### config.mk
export PLATFORM = sky130hd
export DESIGN_NAME = lugc_top
export DESIGN_NICKNAME = d
export VERILOG_FILES = /design/src/design/lugc_pkg.sv /design/src/design/lugc_clk_div.sv /design/src/design/lugc_los_det.sv /design/src/design/lugc_top.sv
export VERILOG_INCLUDE_DIRS = /design/src /design/src/design
export SDC_FILE = /design/constraint.sdc
export NUM_CORES = 1
export LEC_CHECK = 0
export BUFFER_PORTS_ARGS = -buffer_cell sky130_fd_sc_hd__buf_2
export CORE_MARGIN = 2
export CORE_UTILIZATION = 55
export CTS_BUF_LIST = sky130_fd_sc_hd__clkbuf_4
export DETAILED_ROUTE_END_ITERATION = 12
export GPL_TIMING_DRIVEN = 0
export PLACE_DENSITY = 0.84
export SLEW_MARGIN = 40
export SYNTH_ARGS = -nofsm -noshare
export SYNTH_HDL_FRONTEND = slang
export SYNTH_SLANG_ARGS = --single-unit
export TNS_END_PERCENT = 50
### constraint.sdc
create_clock -name clk -period 8.3 [get_ports clk]
set_input_delay 1.66 -clock clk [delete_from_list [all_inputs] [get_ports clk]]
set_output_delay 1.66 -clock clk [all_outputs]
set_load 0.01 [all_outputs]
### src/design/lugc_regs.svh
// Constants of the line unit global configuration block.
// Included by the package user files; holds definitions only.
// Overview of operation
// - With extended window set, loss declared after 4096 consecutive zeros.
// - With extended window clear, loss declared after 175 consecutive zeros.
// - Test tristate bit 0 of control one, default 0, floats all outputs; the design floats only the reference clock pin.
// - Output rate field bits 5-4, default 00, picks 1.544 to 12.352 MHz.
// - Input rate field bits 3-0, default 0001 = 1.544, 0000 = 2.048 MHz.
// - Input codes 1000..1011 mean 4.096, 3.088, 8.192, 6.176 MHz.
// - Codes 1100..1111 mean 16.384, 12.352, 2.048, 1.544 MHz.
`ifndef LUGC_REGS_SVH
`define LUGC_REGS_SVH
`define LUGC_OFF_CTRL1     8'h00
`define LUGC_OFF_CTRL2     8'h04
`define LUGC_OFF_OCLK      8'h08
`define LUGC_OFF_ICLK      8'h0c
`define LUGC_OFF_STATUS    8'h10
`define LUGC_OFF_IRQ_STAT  8'h14
`define LUGC_OFF_IRQ_MASK  8'h18
`define LUGC_BIT_TRISTATE  0
`define LUGC_BIT_EXT_LOSS  1
`define LUGC_BIT_FORCE0    7
`define LUGC_RST_CTRL1     8'h00
`define LUGC_RST_CTRL2     8'h00
`define LUGC_RST_OCLK      8'h00
`define LUGC_RST_ICLK      8'h01
`define LUGC_LOS_SHORT     13'd175
`define LUGC_LOS_LONG      13'd4096
`define LUGC_CODE_2048     4'h0
`define LUGC_CODE_1544     4'h1
`define LUGC_CODE_4096     4'h8
`define LUGC_CODE_3088     4'h9
`define LUGC_CODE_8192     4'ha
`define LUGC_CODE_6176     4'hb
`define LUGC_CODE_16384    4'hc
`define LUGC_CODE_12352    4'hd
`define LUGC_CODE_2048B    4'he
`define LUGC_CODE_1544B    4'hf
`define LUGC_DIV_1544      8'd8
`define LUGC_DIV_3088      8'd4
`define LUGC_DIV_6176      8'd2
`define LUGC_DIV_12352     8'd1
`endif

### src/design/lugc_pkg.sv
// Types of the line unit global configuration block.
// Constants live in lugc_regs.svh.
package lugc_pkg;
    typedef enum logic [3:0] {
        LUGC_F_NONE, LUGC_F_1544, LUGC_F_2048, LUGC_F_3088, LUGC_F_4096,
        LUGC_F_6176, LUGC_F_8192, LUGC_F_12352, LUGC_F_16384
    } lugc_freq_e;
    typedef struct packed {
        logic [31:0] awaddr;
        logic        awvalid;
        logic [31:0] wdata;
        logic [3:0]  wstrb;
        logic        wvalid;
        logic        bready;
        logic [31:0] araddr;
        logic        arvalid;
        logic        rready;
    } lugc_axi_req_s;
    typedef struct packed {
        logic        awready;
        logic        wready;
        logic [1:0]  bresp;
        logic        bvalid;
        logic        arready;
        logic [31:0] rdata;
        logic [1:0]  rresp;
        logic        rvalid;
    } lugc_axi_rsp_s;
endpackage : lugc_pkg

### src/design/lugc_clk_div.sv
// Reference clock generator: toggles every div cycles of clk.
// Assumes div is a static register value of at least 1.
`timescale 1ns/10ps
`include "lugc_regs.svh"
module lugc_clk_div (
    input  wire logic       clk,
    input  wire logic       sys_rst,
    input  wire logic [7:0] div,
    output logic            clk_out
);
    import lugc_pkg::*;
    typedef struct packed {
        logic [7:0] cnt;
        logic       q;
    } lugc_div_st_s;
    lugc_div_st_s st_r, st_nxt;
    always_comb begin
        st_nxt = st_r;
        if (st_r.cnt + 8'h01 >= div) begin
            st_nxt.cnt = 8'h00;
            st_nxt.q   = ~st_r.q;
        end else begin
            st_nxt.cnt = st_r.cnt + 8'h01;
        end
    end
    always_ff @(posedge clk or posedge sys_rst) begin
        if (sys_rst)
            st_r <= '0;
        else
            st_r <= st_nxt;
    end
    assign clk_out = st_r.q;
endmodule : lugc_clk_div

### src/design/lugc_los_det.sv
// Consecutive-zero loss detector for the receive line.
// Assumes rx_sym_sync is already synchronised and rx_sym_vld marks a symbol.
`timescale 1ns/10ps
`include "lugc_regs.svh"
module lugc_los_det (
    input  wire logic clk,
    input  wire logic sys_rst,
    input  wire logic ext_window,
    input  wire logic rx_sym_vld,
    input  wire logic rx_sym,
    output logic      loss
);
    import lugc_pkg::*;
    typedef struct packed {
        logic [12:0] cnt;
        logic        loss;
    } lugc_los_st_s;
    lugc_los_st_s st_r, st_nxt;
    logic [12:0]  limit;
    always_comb begin
        limit = ext_window ? `LUGC_LOS_LONG : `LUGC_LOS_SHORT;
        st_nxt = st_r;
        if (rx_sym_vld) begin
            if (rx_sym) begin
                st_nxt.cnt  = 13'h0000;
                st_nxt.loss = 1'b0;
            end else begin
                if (st_r.cnt < limit)
                    st_nxt.cnt = st_r.cnt + 13'h0001;
                if (st_r.cnt + 13'h0001 >= limit)
                    st_nxt.loss = 1'b1;
            end
        end
    end
    always_ff @(posedge clk or posedge sys_rst) begin
        if (sys_rst)
            st_r <= '0;
        else
            st_r <= st_nxt;
    end
    assign loss = st_r.loss;

    property p_short_loss;
        @(posedge clk) disable iff (sys_rst)
        (!ext_window && rx_sym_vld && !rx_sym && st_r.cnt == 13'd174)
            |=> loss;
    endproperty
    a_short_loss: assert property (p_short_loss)
        else $error("loss not raised at 175 zeros");
    property p_long_loss;
        @(posedge clk) disable iff (sys_rst)
        (ext_window && rx_sym_vld && !rx_sym && st_r.cnt < 13'd4095
         && !loss) |=> !loss;
    endproperty
    a_long_loss: assert property (p_long_loss)
        else $error("loss raised before 4096 zeros");
    property p_restart;
        @(posedge clk) disable iff (sys_rst)
        (rx_sym_vld && rx_sym) |=> (st_r.cnt == 13'h0000 && !loss);
    endproperty
    a_restart: assert property (p_restart)
        else $error("zero count not restarted by a one");
    c_loss: cover property (@(posedge clk) disable iff (sys_rst)
        $rose(loss));
endmodule : lugc_los_det

### src/design/lugc_top.sv
// Global configuration of the line interface unit, AXI4-Lite slave.
// Assumes clk is the master clock; rx line inputs are asynchronous pins.
`timescale 1ns/10ps
`include "lugc_regs.svh"
module lugc_top (
    input  wire logic          clk,
    input  wire logic          sys_rst,
    input  wire lugc_pkg::lugc_axi_req_s axi_req,
    output lugc_pkg::lugc_axi_rsp_s      axi_rsp,
    input  wire logic          rx_sym_vld_pin,
    input  wire logic          rx_sym_pin,
    output logic               receive_signal_loss,
    output logic               reference_clock_out_pin,
    output logic               reference_clock_out_oe,
    output logic               test_tristate,
    output logic [3:0]         input_clock_rate_sel,
    output logic               irq
);
    import lugc_pkg::*;

    typedef struct packed {
        logic [7:0]  ctrl1;
        logic [7:0]  ctrl2;
        logic [7:0]  oclk;
        logic [7:0]  iclk;
        logic [1:0]  irq_stat;
        logic [1:0]  irq_mask;
        logic        aw_got;
        logic [7:0]  aw_addr;
        logic        w_got;
        logic [31:0] w_data;
        logic [3:0]  w_strb;
        logic        bvalid;
        logic [1:0]  bresp;
        logic        arready;
        logic        rvalid;
        logic [31:0] rdata;
        logic [1:0]  rresp;
        logic [1:0]  vld_sync;
        logic [1:0]  sym_sync;
        logic        loss_d;
        logic        loss_o;
        logic        refclk_o;
        logic        oe_o;
        logic        irq_o;
        logic        aw_rdy;
        logic        w_rdy;
        logic        tts_o;
    } lugc_top_st_s;

    lugc_top_st_s st_r, st_nxt;
    logic         loss_w;
    logic         refclk_w;
    logic [7:0]   div_w;
    logic         aw_hs, w_hs, wr_do, ar_hs;
    logic [31:0]  rd_word;
    logic         rd_ok;

    // Decodes an input rate code; NONE marks the reserved codes.
    function automatic lugc_freq_e freq_of(input logic [3:0] code);
        case (code)
            `LUGC_CODE_2048:  freq_of = LUGC_F_2048;
            `LUGC_CODE_1544:  freq_of = LUGC_F_1544;
            `LUGC_CODE_4096:  freq_of = LUGC_F_4096;
            `LUGC_CODE_3088:  freq_of = LUGC_F_3088;
            `LUGC_CODE_8192:  freq_of = LUGC_F_8192;
            `LUGC_CODE_6176:  freq_of = LUGC_F_6176;
            `LUGC_CODE_16384: freq_of = LUGC_F_16384;
            `LUGC_CODE_12352: freq_of = LUGC_F_12352;
            `LUGC_CODE_2048B: freq_of = LUGC_F_2048;
            `LUGC_CODE_1544B: freq_of = LUGC_F_1544;
            default:          freq_of = LUGC_F_NONE;
        endcase
    endfunction : freq_of

    // Byte-lane merge; only lane 0 carries register data.
    function automatic logic [7:0] merge8(input logic [7:0] old,
                                          input logic [31:0] d,
                                          input logic [3:0] s);
        merge8 = s[0] ? d[7:0] : old;
    endfunction : merge8

    // Reference divider per output rate select; rates scale the base clock.
    always_comb begin
        case (st_r.oclk[5:4])
            2'b00:   div_w = `LUGC_DIV_1544;
            2'b01:   div_w = `LUGC_DIV_3088;
            2'b10:   div_w = `LUGC_DIV_6176;
            default: div_w = `LUGC_DIV_12352;
        endcase
    end

    lugc_los_det u_los (
        .clk        (clk),
        .sys_rst    (sys_rst),
        .ext_window (st_r.ctrl1[`LUGC_BIT_EXT_LOSS]),
        .rx_sym_vld (st_r.vld_sync[1]),
        .rx_sym     (st_r.sym_sync[1]),
        .loss       (loss_w)
    );

    lugc_clk_div u_div (
        .clk     (clk),
        .sys_rst (sys_rst),
        .div     (div_w),
        .clk_out (refclk_w)
    );

    assign aw_hs = axi_req.awvalid && st_r.aw_rdy;
    assign w_hs  = axi_req.wvalid && st_r.w_rdy;
    assign wr_do = st_r.aw_got && st_r.w_got && !st_r.bvalid;
    assign ar_hs = axi_req.arvalid && st_r.arready;

    always_comb begin
        rd_ok   = 1'b1;
        rd_word = 32'h0000_0000;
        case (axi_req.araddr[7:0])
            `LUGC_OFF_CTRL1:    rd_word[7:0] = st_r.ctrl1;
            `LUGC_OFF_CTRL2:    rd_word[7:0] = st_r.ctrl2;
            `LUGC_OFF_OCLK:     rd_word[7:0] = st_r.oclk;
            `LUGC_OFF_ICLK:     rd_word[7:0] = st_r.iclk;
            `LUGC_OFF_STATUS: begin
                rd_word[0] = st_r.loss_o;
                rd_word[1] = (freq_of(st_r.iclk[3:0]) == LUGC_F_NONE);
            end
            `LUGC_OFF_IRQ_STAT: rd_word[1:0] = st_r.irq_stat;
            `LUGC_OFF_IRQ_MASK: rd_word[1:0] = st_r.irq_mask;
            default:            rd_ok = 1'b0;
        endcase
        if (axi_req.araddr[31:8] != 24'h000000) begin
            rd_ok   = 1'b0;
            rd_word = 32'h0000_0000;
        end
    end

    always_comb begin
        st_nxt = st_r;
        st_nxt.vld_sync = {st_r.vld_sync[0], rx_sym_vld_pin};
        st_nxt.sym_sync = {st_r.sym_sync[0], rx_sym_pin};
        st_nxt.loss_d   = loss_w;
        st_nxt.loss_o   = loss_w;
        if (aw_hs) begin
            st_nxt.aw_got  = 1'b1;
            st_nxt.aw_addr = axi_req.awaddr[7:0];
        end
        if (w_hs) begin
            st_nxt.w_got  = 1'b1;
            st_nxt.w_data = axi_req.wdata;
            st_nxt.w_strb = axi_req.wstrb;
        end
        if (st_r.bvalid && axi_req.bready)
            st_nxt.bvalid = 1'b0;
        if (wr_do) begin
            st_nxt.aw_got = 1'b0;
            st_nxt.w_got  = 1'b0;
            st_nxt.bvalid = 1'b1;
            st_nxt.bresp  = 2'b00;
            case (st_r.aw_addr)
                `LUGC_OFF_CTRL1:
                    st_nxt.ctrl1 = merge8(st_r.ctrl1, st_r.w_data,
                                          st_r.w_strb);
                `LUGC_OFF_CTRL2:
                    st_nxt.ctrl2 = merge8(st_r.ctrl2, st_r.w_data,
                                          st_r.w_strb);
                `LUGC_OFF_OCLK:
                    st_nxt.oclk = merge8(st_r.oclk, st_r.w_data,
                                         st_r.w_strb);
                `LUGC_OFF_ICLK:
                    st_nxt.iclk = merge8(st_r.iclk, st_r.w_data,
                                         st_r.w_strb);
                `LUGC_OFF_IRQ_STAT:
                    if (st_r.w_strb[0])
                        st_nxt.irq_stat = st_r.irq_stat & ~st_r.w_data[1:0];
                `LUGC_OFF_IRQ_MASK:
                    if (st_r.w_strb[0])
                        st_nxt.irq_mask = st_r.w_data[1:0];
                `LUGC_OFF_STATUS: ;
                default: st_nxt.bresp = 2'b10;
            endcase
        end
        // Events set after the clear so a same-cycle event is kept
        if (loss_w && !st_r.loss_d)
            st_nxt.irq_stat[0] = 1'b1;
        if (!loss_w && st_r.loss_d)
            st_nxt.irq_stat[1] = 1'b1;
        if (ar_hs) begin
            st_nxt.arready = 1'b0;
            st_nxt.rvalid  = 1'b1;
            st_nxt.rdata   = rd_word;
            st_nxt.rresp   = rd_ok ? 2'b00 : 2'b10;
        end
        if (st_r.rvalid && axi_req.rready) begin
            st_nxt.rvalid  = 1'b0;
            st_nxt.arready = 1'b1;
        end
        // Tristate test floats only the reference clock pin and raises test_tristate
        st_nxt.oe_o     = !st_nxt.ctrl1[`LUGC_BIT_TRISTATE];
        st_nxt.refclk_o = refclk_w;
        st_nxt.irq_o    = |(st_nxt.irq_stat & st_nxt.irq_mask);
        // Ready is registered so every top output leaves a flop
        st_nxt.aw_rdy   = !st_nxt.aw_got && !st_nxt.bvalid;
        st_nxt.w_rdy    = !st_nxt.w_got && !st_nxt.bvalid;
        st_nxt.tts_o    = st_nxt.ctrl1[`LUGC_BIT_TRISTATE];
    end

    always_ff @(posedge clk or posedge sys_rst) begin
        if (sys_rst) begin
            st_r          <= '0;
            st_r.ctrl1    <= `LUGC_RST_CTRL1;
            st_r.ctrl2    <= `LUGC_RST_CTRL2;
            st_r.oclk     <= `LUGC_RST_OCLK;
            st_r.iclk     <= `LUGC_RST_ICLK;
            st_r.arready  <= 1'b1;
            st_r.aw_rdy   <= 1'b1;
            st_r.w_rdy    <= 1'b1;
            st_r.oe_o     <= 1'b1;
        end else begin
            st_r <= st_nxt;
        end
    end

    assign axi_rsp.awready = st_r.aw_rdy;
    assign axi_rsp.wready  = st_r.w_rdy;
    assign axi_rsp.bvalid  = st_r.bvalid;
    assign axi_rsp.bresp   = st_r.bresp;
    assign axi_rsp.arready = st_r.arready;
    assign axi_rsp.rvalid  = st_r.rvalid;
    assign axi_rsp.rdata   = st_r.rdata;
    assign axi_rsp.rresp   = st_r.rresp;
    assign receive_signal_loss     = st_r.loss_o;
    assign reference_clock_out_pin = st_r.refclk_o;
    assign reference_clock_out_oe  = st_r.oe_o;
    assign test_tristate           = st_r.tts_o;
    assign input_clock_rate_sel    = st_r.iclk[3:0];
    assign irq                     = st_r.irq_o;

    property p_tristate;
        @(posedge clk) disable iff (sys_rst)
        st_r.ctrl1[`LUGC_BIT_TRISTATE] |-> !reference_clock_out_oe;
    endproperty
    a_tristate: assert property (p_tristate)
        else $error("pin driven while tristate test set");
    property p_iclk_rst;
        @(posedge clk) $fell(sys_rst) |-> input_clock_rate_sel == 4'h1;
    endproperty
    a_iclk_rst: assert property (p_iclk_rst)
        else $error("input rate select not 0001 after reset");
    property p_irq;
        @(posedge clk) disable iff (sys_rst)
        (st_r.irq_stat & st_r.irq_mask) != 2'b00 |-> irq;
    endproperty
    a_irq: assert property (p_irq)
        else $error("unmasked status without interrupt");
    property p_loss_irq;
        @(posedge clk) disable iff (sys_rst)
        $rose(loss_w) |=> st_r.irq_stat[0];
    endproperty
    a_loss_irq: assert property (p_loss_irq)
        else $error("loss event not latched");
    property p_resp;
        @(posedge clk) disable iff (sys_rst)
        ar_hs |=> axi_rsp.rvalid;
    endproperty
    a_resp: assert property (p_resp)
        else $error("read answer late");
    // Bus handshake checks
    property p_refused;
        @(posedge clk) disable iff (sys_rst)
        axi_rsp.bvalid |-> (!axi_rsp.awready && !axi_rsp.wready);
    endproperty
    a_refused: assert property (p_refused)
        else $error("new write accepted under a pending answer");
    property p_ar_block;
        @(posedge clk) disable iff (sys_rst)
        axi_rsp.rvalid |-> !axi_rsp.arready;
    endproperty
    a_ar_block: assert property (p_ar_block)
        else $error("read address accepted under a pending answer");
    property p_wr_answer;
        @(posedge clk) disable iff (sys_rst)
        (aw_hs && w_hs) |-> ##2 axi_rsp.bvalid;
    endproperty
    a_wr_answer: assert property (p_wr_answer)
        else $error("write answer not given two cycles after take");
    property p_b_done;
        @(posedge clk) disable iff (sys_rst)
        (axi_rsp.bvalid && axi_req.bready) |=> !axi_rsp.bvalid;
    endproperty
    a_b_done: assert property (p_b_done)
        else $error("write answer kept after it was taken");
    property p_r_done;
        @(posedge clk) disable iff (sys_rst)
        (axi_rsp.rvalid && axi_req.rready)
            |=> (!axi_rsp.rvalid && axi_rsp.arready);
    endproperty
    a_r_done: assert property (p_r_done)
        else $error("read channel not freed after answer taken");
    property p_rd_err;
        @(posedge clk) disable iff (sys_rst)
        (ar_hs && !rd_ok)
            |=> (axi_rsp.rresp == 2'b10 && axi_rsp.rdata == 32'h0000_0000);
    endproperty
    a_rd_err: assert property (p_rd_err)
        else $error("unmapped read not refused with zero data");
    // Fastest rate toggles the reference every clock
    property p_ref_fast;
        @(posedge clk) disable iff (sys_rst)
        ($past(st_r.oclk[5:4]) == 2'b11)
            |-> (refclk_w != $past(refclk_w));
    endproperty
    a_ref_fast: assert property (p_ref_fast)
        else $error("reference clock not at fastest rate");
    property p_iclk_wr;
        @(posedge clk) disable iff (sys_rst)
        (wr_do && st_r.aw_addr == `LUGC_OFF_ICLK && st_r.w_strb[0])
            |=> (input_clock_rate_sel == $past(st_r.w_data[3:0]));
    endproperty
    a_iclk_wr: assert property (p_iclk_wr)
        else $error("input rate select does not follow write");
    property p_tts_wr;
        @(posedge clk) disable iff (sys_rst)
        (wr_do && st_r.aw_addr == `LUGC_OFF_CTRL1 && st_r.w_strb[0])
            |=> (test_tristate == $past(st_r.w_data[`LUGC_BIT_TRISTATE]));
    endproperty
    a_tts_wr: assert property (p_tts_wr)
        else $error("tristate test output does not follow write");
    property p_tts_oe;
        @(posedge clk) disable iff (sys_rst)
        test_tristate |-> !reference_clock_out_oe;
    endproperty
    a_tts_oe: assert property (p_tts_oe)
        else $error("reference pin driven during tristate test");
    property p_loss_fall;
        @(posedge clk) disable iff (sys_rst)
        $fell(loss_w) |=> st_r.irq_stat[1];
    endproperty
    a_loss_fall: assert property (p_loss_fall)
        else $error("loss end event not latched");
    property p_loss_out;
        @(posedge clk) disable iff (sys_rst)
        $rose(loss_w) |=> receive_signal_loss;
    endproperty
    a_loss_out: assert property (p_loss_out)
        else $error("loss not shown on output");
    property p_wr_ok;
        @(posedge clk) disable iff (sys_rst)
        (wr_do && st_r.aw_addr == `LUGC_OFF_CTRL2)
            |=> (axi_rsp.bvalid && axi_rsp.bresp == 2'b00);
    endproperty
    a_wr_ok: assert property (p_wr_ok)
        else $error("control two write not accepted");
    c_write: cover property (@(posedge clk) disable iff (sys_rst)
        st_r.bvalid && axi_req.bready);
    c_read: cover property (@(posedge clk) disable iff (sys_rst)
        st_r.rvalid && axi_req.rready);
    c_tri: cover property (@(posedge clk) disable iff (sys_rst)
        $fell(reference_clock_out_oe));
endmodule : lugc_top

# Yosys cells after proc, flatten, opt, wreduce, memory -nomap -nowiden
# Memories as Yosys holds them, arrays and structs flattened.
# Cells that the tools add are included.
[op_classes] addsub=2 n_mul=0 div=0 n_lt_le_gt_ge=3 n_eq_ne=14 shift=0 mux=36 bitwise_logic=4 n_reduce_logical=35
[ops] op="8-bit two-way mux" n=8
[ops] op="8-bit by 5-bit == test with 1-bit output (second input constant)" n=6
[ops] op="37-bit two-way mux" n=1
[ops] op="36-bit two-way mux" n=1
[ops] op="8-bit by 4-bit == test with 1-bit output (second input constant)" n=4
[ops] op="30-bit two-way mux" n=1
[ops] op="13-bit two-way mux" n=2
[ops] op="6-bit case mux with 4 select lines" n=1
[ops] op="24-bit nonzero test" n=1
[ops] op="8-bit by 3-bit == test with 1-bit output (second input constant)" n=2
[ops] op="8-bit zero test" n=2
[ops] op="14-bit two-way mux" n=1
[ops] op="2-bit two-way mux" n=7
[ops] op="2-bit case mux with 7 select lines" n=1
[ops] op="7-bit OR reduction" n=2
[ops] op="13-bit by 1-bit adder with 13-bit output (second input constant)" n=1
[ops] op="13-bit greater-or-equal comparator" n=1
[ops] op="13-bit less-than comparator" n=1
[ops] op="4-bit case mux with 3 select lines" n=1
[ops] op="3-bit AND reduction" n=4
[ops] op="1-bit logical AND" n=11
[ops] op="1-bit two-way mux" n=9
[ops] op="9-bit two-way mux" n=1
[ops] op="8-bit by 1-bit adder with 8-bit output (second input constant)" n=1
[ops] op="other kinds (14)" n=24
[word_totals] reg_bits=154 latch_bits=0 ramBits=0 mem_bits_ro=64 input_bits=109 out_inout_bits=50 wordCells=125 mem_count=1
[memory_table] memory="(no name shown)" words=16 width=4 read_ports=1 rd_clocked_by_memory_dff=0 wr=0 line_no="lugc_top.sv:61" source="case (code)"

# Logic depth before layout (Yosys ltp)
[depth] ltp_word=8 depth_mapped=11 mapped_depth_nobuf=10

# Cells and area by module
# From an unflattened synthesis, not the netlist that was laid out.
[unflattened] cells_unflattened=518 hier_area_um2=5753.0
[by_module_without_submodules] mod="lugc_top" n_inst=1 cells_per_inst=297 area_each_um2=3753.6 seq_area_each_um2=1958.1
[by_module_without_submodules] mod="lugc_los_det" n_inst=1 cells_per_inst=159 area_each_um2=1388.8 seq_area_each_um2=350.3
[by_module_without_submodules] mod="lugc_clk_div" n_inst=1 cells_per_inst=62 area_each_um2=610.6 seq_area_each_um2=225.2

# Least setup slack after synthesis
# Ideal clock, no wire load.
[synth_path] kind="input-to-reg" from="input port axi_req[6] (netlist bit)" to="register st_r, in the netlist axi_rsp[4]" setup_time_ns=0.121 arrival_ns=2.698 required_time_ns=8.179 setup_slack_ns=5.481 cell_stages=6 n_path_buf=1 path_cell_list="clkbuf_1 mux2_2 nand2_1 o22a_1 o211ai_1 a22o_1"
[synth_between] elab_chain_cells=3 elab_cells_between_ends=9 classes_between="eq/ne: 6; mux: 2; reduce/logical: 1"
[synth_rtl] element="start, declared" line_no="lugc_top.sv:8" source="input wire lugc_pkg::lugc_axi_req_s axi_req,"
[synth_rtl] element="8-bit by 5-bit == test with 1-bit output (tied with other cells)" line_no="lugc_top.sv:117" source="case (axi_req.araddr[7:0])"
[synth_rtl] element="2-bit case mux with 7 select lines (*)" line_no="lugc_top.sv:117"
[synth_rtl] element="8-bit two-way mux (*)" line_no="lugc_top.sv:130" source="if (axi_req.araddr[31:8] != 24'h000000) begin"
[synth_rtl] element="end signal, assigned" line_no="lugc_top.sv:218" source="st_r <= st_nxt;"
[synth_rtl] element="end, declared" line_no="lugc_top.sv:51" source="lugc_top_st_s st_r, st_nxt;"
# Mark *: on every way between the ends. The rest lies on a longest branch, timed or not.
# A chain may end at the register's enable or synchronous reset.

# Worst setup path after layout
[layout_path] from="register st_r, in the netlist input_clock_rate_sel[0]" to="output port input_clock_rate_sel[0]"
[layout_lines] element="end, declared" line_no="lugc_top.sv:16" source="output logic [3:0] input_clock_rate_sel,"
# No word-level cell between the ends.

==> metrics.md <==
| Metric | Value |
|---|---|
| Clk pin slew, worst setup/hold paths | roughly 0.16 ns |
| Synth cell types | 54 |
| Top FF cell, synth | dfrtp_1 |
| DR WL met3 | 530 um |
| CP Buf/Inv Count | 2 |
| DP Wirelength | 8.45 mm |
| Tot GR Track Use | 23.2% |
| Initial antenna violation count | 0 |
| Pre-Repair DR Iteration Count | 5 |
| Syn Inst Count | approximately 480 |
| Maximum VDD drop | ~0.14 mV |
| Setup violations, final | 0 |
| Power per cell area | approximately 190 nW/um^2 |
| Core Util, Final | 64.8% |
| Sequential power share | approximately 55% |
| Crit path launch type | register |
| Antenna-violating nets left | 0 |
| Hold Slack | approximately 0.37 ns |
| Actual slew at the worst max-slew pin | 0.712 ns |
| Synthesis-to-layout area growth | 15.9% |
| Highest clock rate | 0.333 GHz |
| Post-synth top area share | 44.4% |
| Hold crit path type | register to register |
| CP peak stage delay | 0.64 ns |
| Post-place instance area | 6130 sq um |
| Setup_tns | 0 ns |
| Clk buf depth | 2 |
| Number of I/O pins | 159 |
| Register Area | 2530 sq um |
| Slew margin rel. | 52.5% |
| Wire per inst | between 15 and 20 um |
| Ys Warns | 0 |
| Mean post-synth cell area | 11.4 sq um |
| FP Rows | 36 |
| Critical-path cell list | buf_4 -> buf_2 |
| Final Hold Vio Count | 0 |
| DR iter-0 viols | 173 |
| Sw Ratio | between 30% and 40% |
| H-tree depth | 3 |
| Worst-skew pair later-pin latency | 0.47 ns |
| DIE AREA | 10700 sq um |
| Post-Syn Area | 5420 sq um |
| Vias in the first global route | 3894 |
| Global-route wire length before repair | 19.1 mm |
| Top Layer Used | met4 |
| Final WL | ~11 mm |
| Leakage Power | 0.00313 uW |
| Post-CTS Setup Repair Bufs | 0 |
| Final Max Slew Viols | 0 |
| Slowest CP cell | dfstp_2 |
| Post-CTS sizing | 0 |
| CP delay by family, top | flip-flops |
| Starting Density | 55.9% |
| WS Path Type | register to output pin |
| Seq cells post-synth | 101 |
| Hold buffers post-CTS | 0 |
| Die Height | 103 um |
| Area of the multi-input gates | 2500 sq um |
| NetSw | about 380 uW |
| Core area | roughly 9700 sq um |
| DR vias/cell | between 5 and 6 |
| Biggest area consumer among synthesized cells | dfrtp_1 |
| Total power | 1200 uW |
| Vias | 3999 |
| Met1 Wirelength | around 4.7 mm |
| Root Buffer Master | clkbuf_4 |
| CTS buffer count | 9 |
| TritonCTS clock tree | built |
| Top cells by area, synth | dfrtp_1 44%, mux2_2 11%, buf_4 6.4% |
| GRT overflow | 0 |
| Port Buffers | 80 |
| N_diodes | 0 |
| Layout cells sized above 1 | 35.3% |
| Max Cap Violations | 0 |
| Crit path capture type | output pin |
| Status | completed |
| WP data arrival | 1.34 ns |
| Nets | 730 |
| Critical Path RT | 6.64 ns |
| Seq/Total Area, Yosys | 46.8% |
| Largest net degree at the start of global routing | 85 |
| CP Max Fanout | 7 |
| Setup Skew | 0.0162 ns |
| Post-route minimum period | 3.00 ns |
| Routability cong. | 0.915 |
| Die width | 103 um |
| CTS sink count | 101 |
| Clock share of power | 22.3% |
| DRC violations left | 0 |
| RSZ-0062 raised after global routing | no |
| Combinational power share | 22.4% |
| Fill cell count | 756 |
| Final worst-path cycle share | a little over a third |
| Post-route cell area | 6280 sq um |
| Number of synthesized flops with an enable pin | 0 |
| Met2 wire len | roughly 6.1 mm |
| Int Power | 826 uW |
| Fraction of registers with async set/reset | 100% |
## final cells by class
| cell class | instances | area share [%] |
|---|---|---|
| flip-flops and latches | 101 | 40.4 |
| multi-input cells | 321 | 39.9 |
| repair buffers | 81 | 6.82 |
| plain buffers | 62 | 6.46 |
| well taps | 133 | 2.65 |
| inverters | 22 | 1.44 |
| clock inverters | 7 | 1.30 |
| clock buffers | 9 | 1.08 |
## power groups by stage
stage | Clock, uW | Sequential, uW | Combinational (uW)
after floorplan | 0 | 648 | 201
after global placement | 0 | 665 | 255
after detailed placement | 0 | 675 | 270
after CTS | 279 | 665 | 272
after global routing | 297 | 680 | 300
final | 268 | 666 | 269
## metrics by stage
step	setup slack (ns)	std cells
floorplan	4.00	506
global placement	3.02	719
detailed placement	4.98	720
CTS	5.27	736
global route	5.23	736
finish	5.30	736
## state kept, by name, summed over array words and instances, names as in the netlist
name,count
reference_clock_out_pin,1
st_r,53
irq,1
u_los.loss,1
axi_rsp,15
u_div.clk_out,1
reference_clock_out_oe,1
input_clock_rate_sel,4
u_los.st_r,13
u_div.st_r,8
st_nxt,2
receive_signal_loss,1
## cell usage in the layout (no fill, tap or decap), types with 4 or more instances in the layout
master / netlist / layout
clkbuf_1: 16 / 16
buf_4: 46 / 46
mux2_2: 52 / 52
a22o_1: 9 / 9
o211ai_1: 7 / 7
xnor2_1: 7 / 7
nand2_1: 21 / 21
nand3_1: 10 / 10
o21ai_0: 16 / 16
nor2b_1: 6 / 6
mux2i_1: 8 / 8
mux4_2: 6 / 6
nor4_1: 7 / 7
ha_1: 23 / 23
conb_1: 1 / 30
nand2b_1: 8 / 8
inv_1: 22 / 21
and3_1: 8 / 8
nand4_1: 15 / 15
dfrtp_1: 96 / 96
clkbuf_4: 0 / 9
o31ai_1: 4 / 4
nor2_1: 16 / 16
nor3_1: 9 / 9
dfstp_2: 5 / 5
buf_2: 0 / 80
xor2_1: 4 / 4
## routing by layer
layer  up-vias  global-route usage (%)
li1       1913                       -
met3        12                    4.91
met5         -                       0
met2       103                    40.1
met4         0                    6.98
met1      1971                    29.5
## path summary, 6_finish.rpt
check                      slack, ns  depth (start not counted)               startpoint                      end
max                             5.30                          2  input_clock_rate_sel[0]  input_clock_rate_sel[0]
min                             0.37                          0                st_nxt[9]                  st_r[9]
min in group asynchronous       1.09                          2                  sys_rst                 st_r[94]
max reg2reg                     5.60                         10            u_los.st_r[2]               u_los.loss
max in group asynchronous       6.57                          3                  sys_rst              axi_rsp[35]
min reg2reg                     0.37                          0                st_nxt[9]                  st_r[9]
## cells by family after synthesis
family | share of synthesized area (%)
XOR/XNOR | 1.78
flip-flops | 46.8
AO/OA/AOI/OAI | 9.33
other | 0.0692
adder cells (fa/ha/maj) | 5.31
buffers and inverters | 9.01
multiplexers | 14.8
AND/OR/NAND/NOR | 12.9
## worst register-to-register path: cells and delay by family, from the launching register on
| kind | cells | cell delay, ns |
|---|---|---|
| AOI/OAI and AO/OA | 2 | 0.28 |
| xor gates and xnor gates | 1 | 0.16 |
| adders and majority gates | 2 | 0.53 |
| buffers and inverters | 1 | 0.25 |
| DFF | 1 | 0.46 |
| and+or+nand+nor | 4 | 0.92 |
## cells in the mapped netlist, types with 9 or more instances
cell and count:
dfrtp_1 96, mux2_2 52, buf_4 46, ha_1 23, inv_1 22, nand2_1 21, clkbuf_1 16, nor2_1 16
o21ai_0 16, nand4_1 15, nand3_1 10, a22o_1 9, nor3_1 9
(Power assumes the default switching activity.)
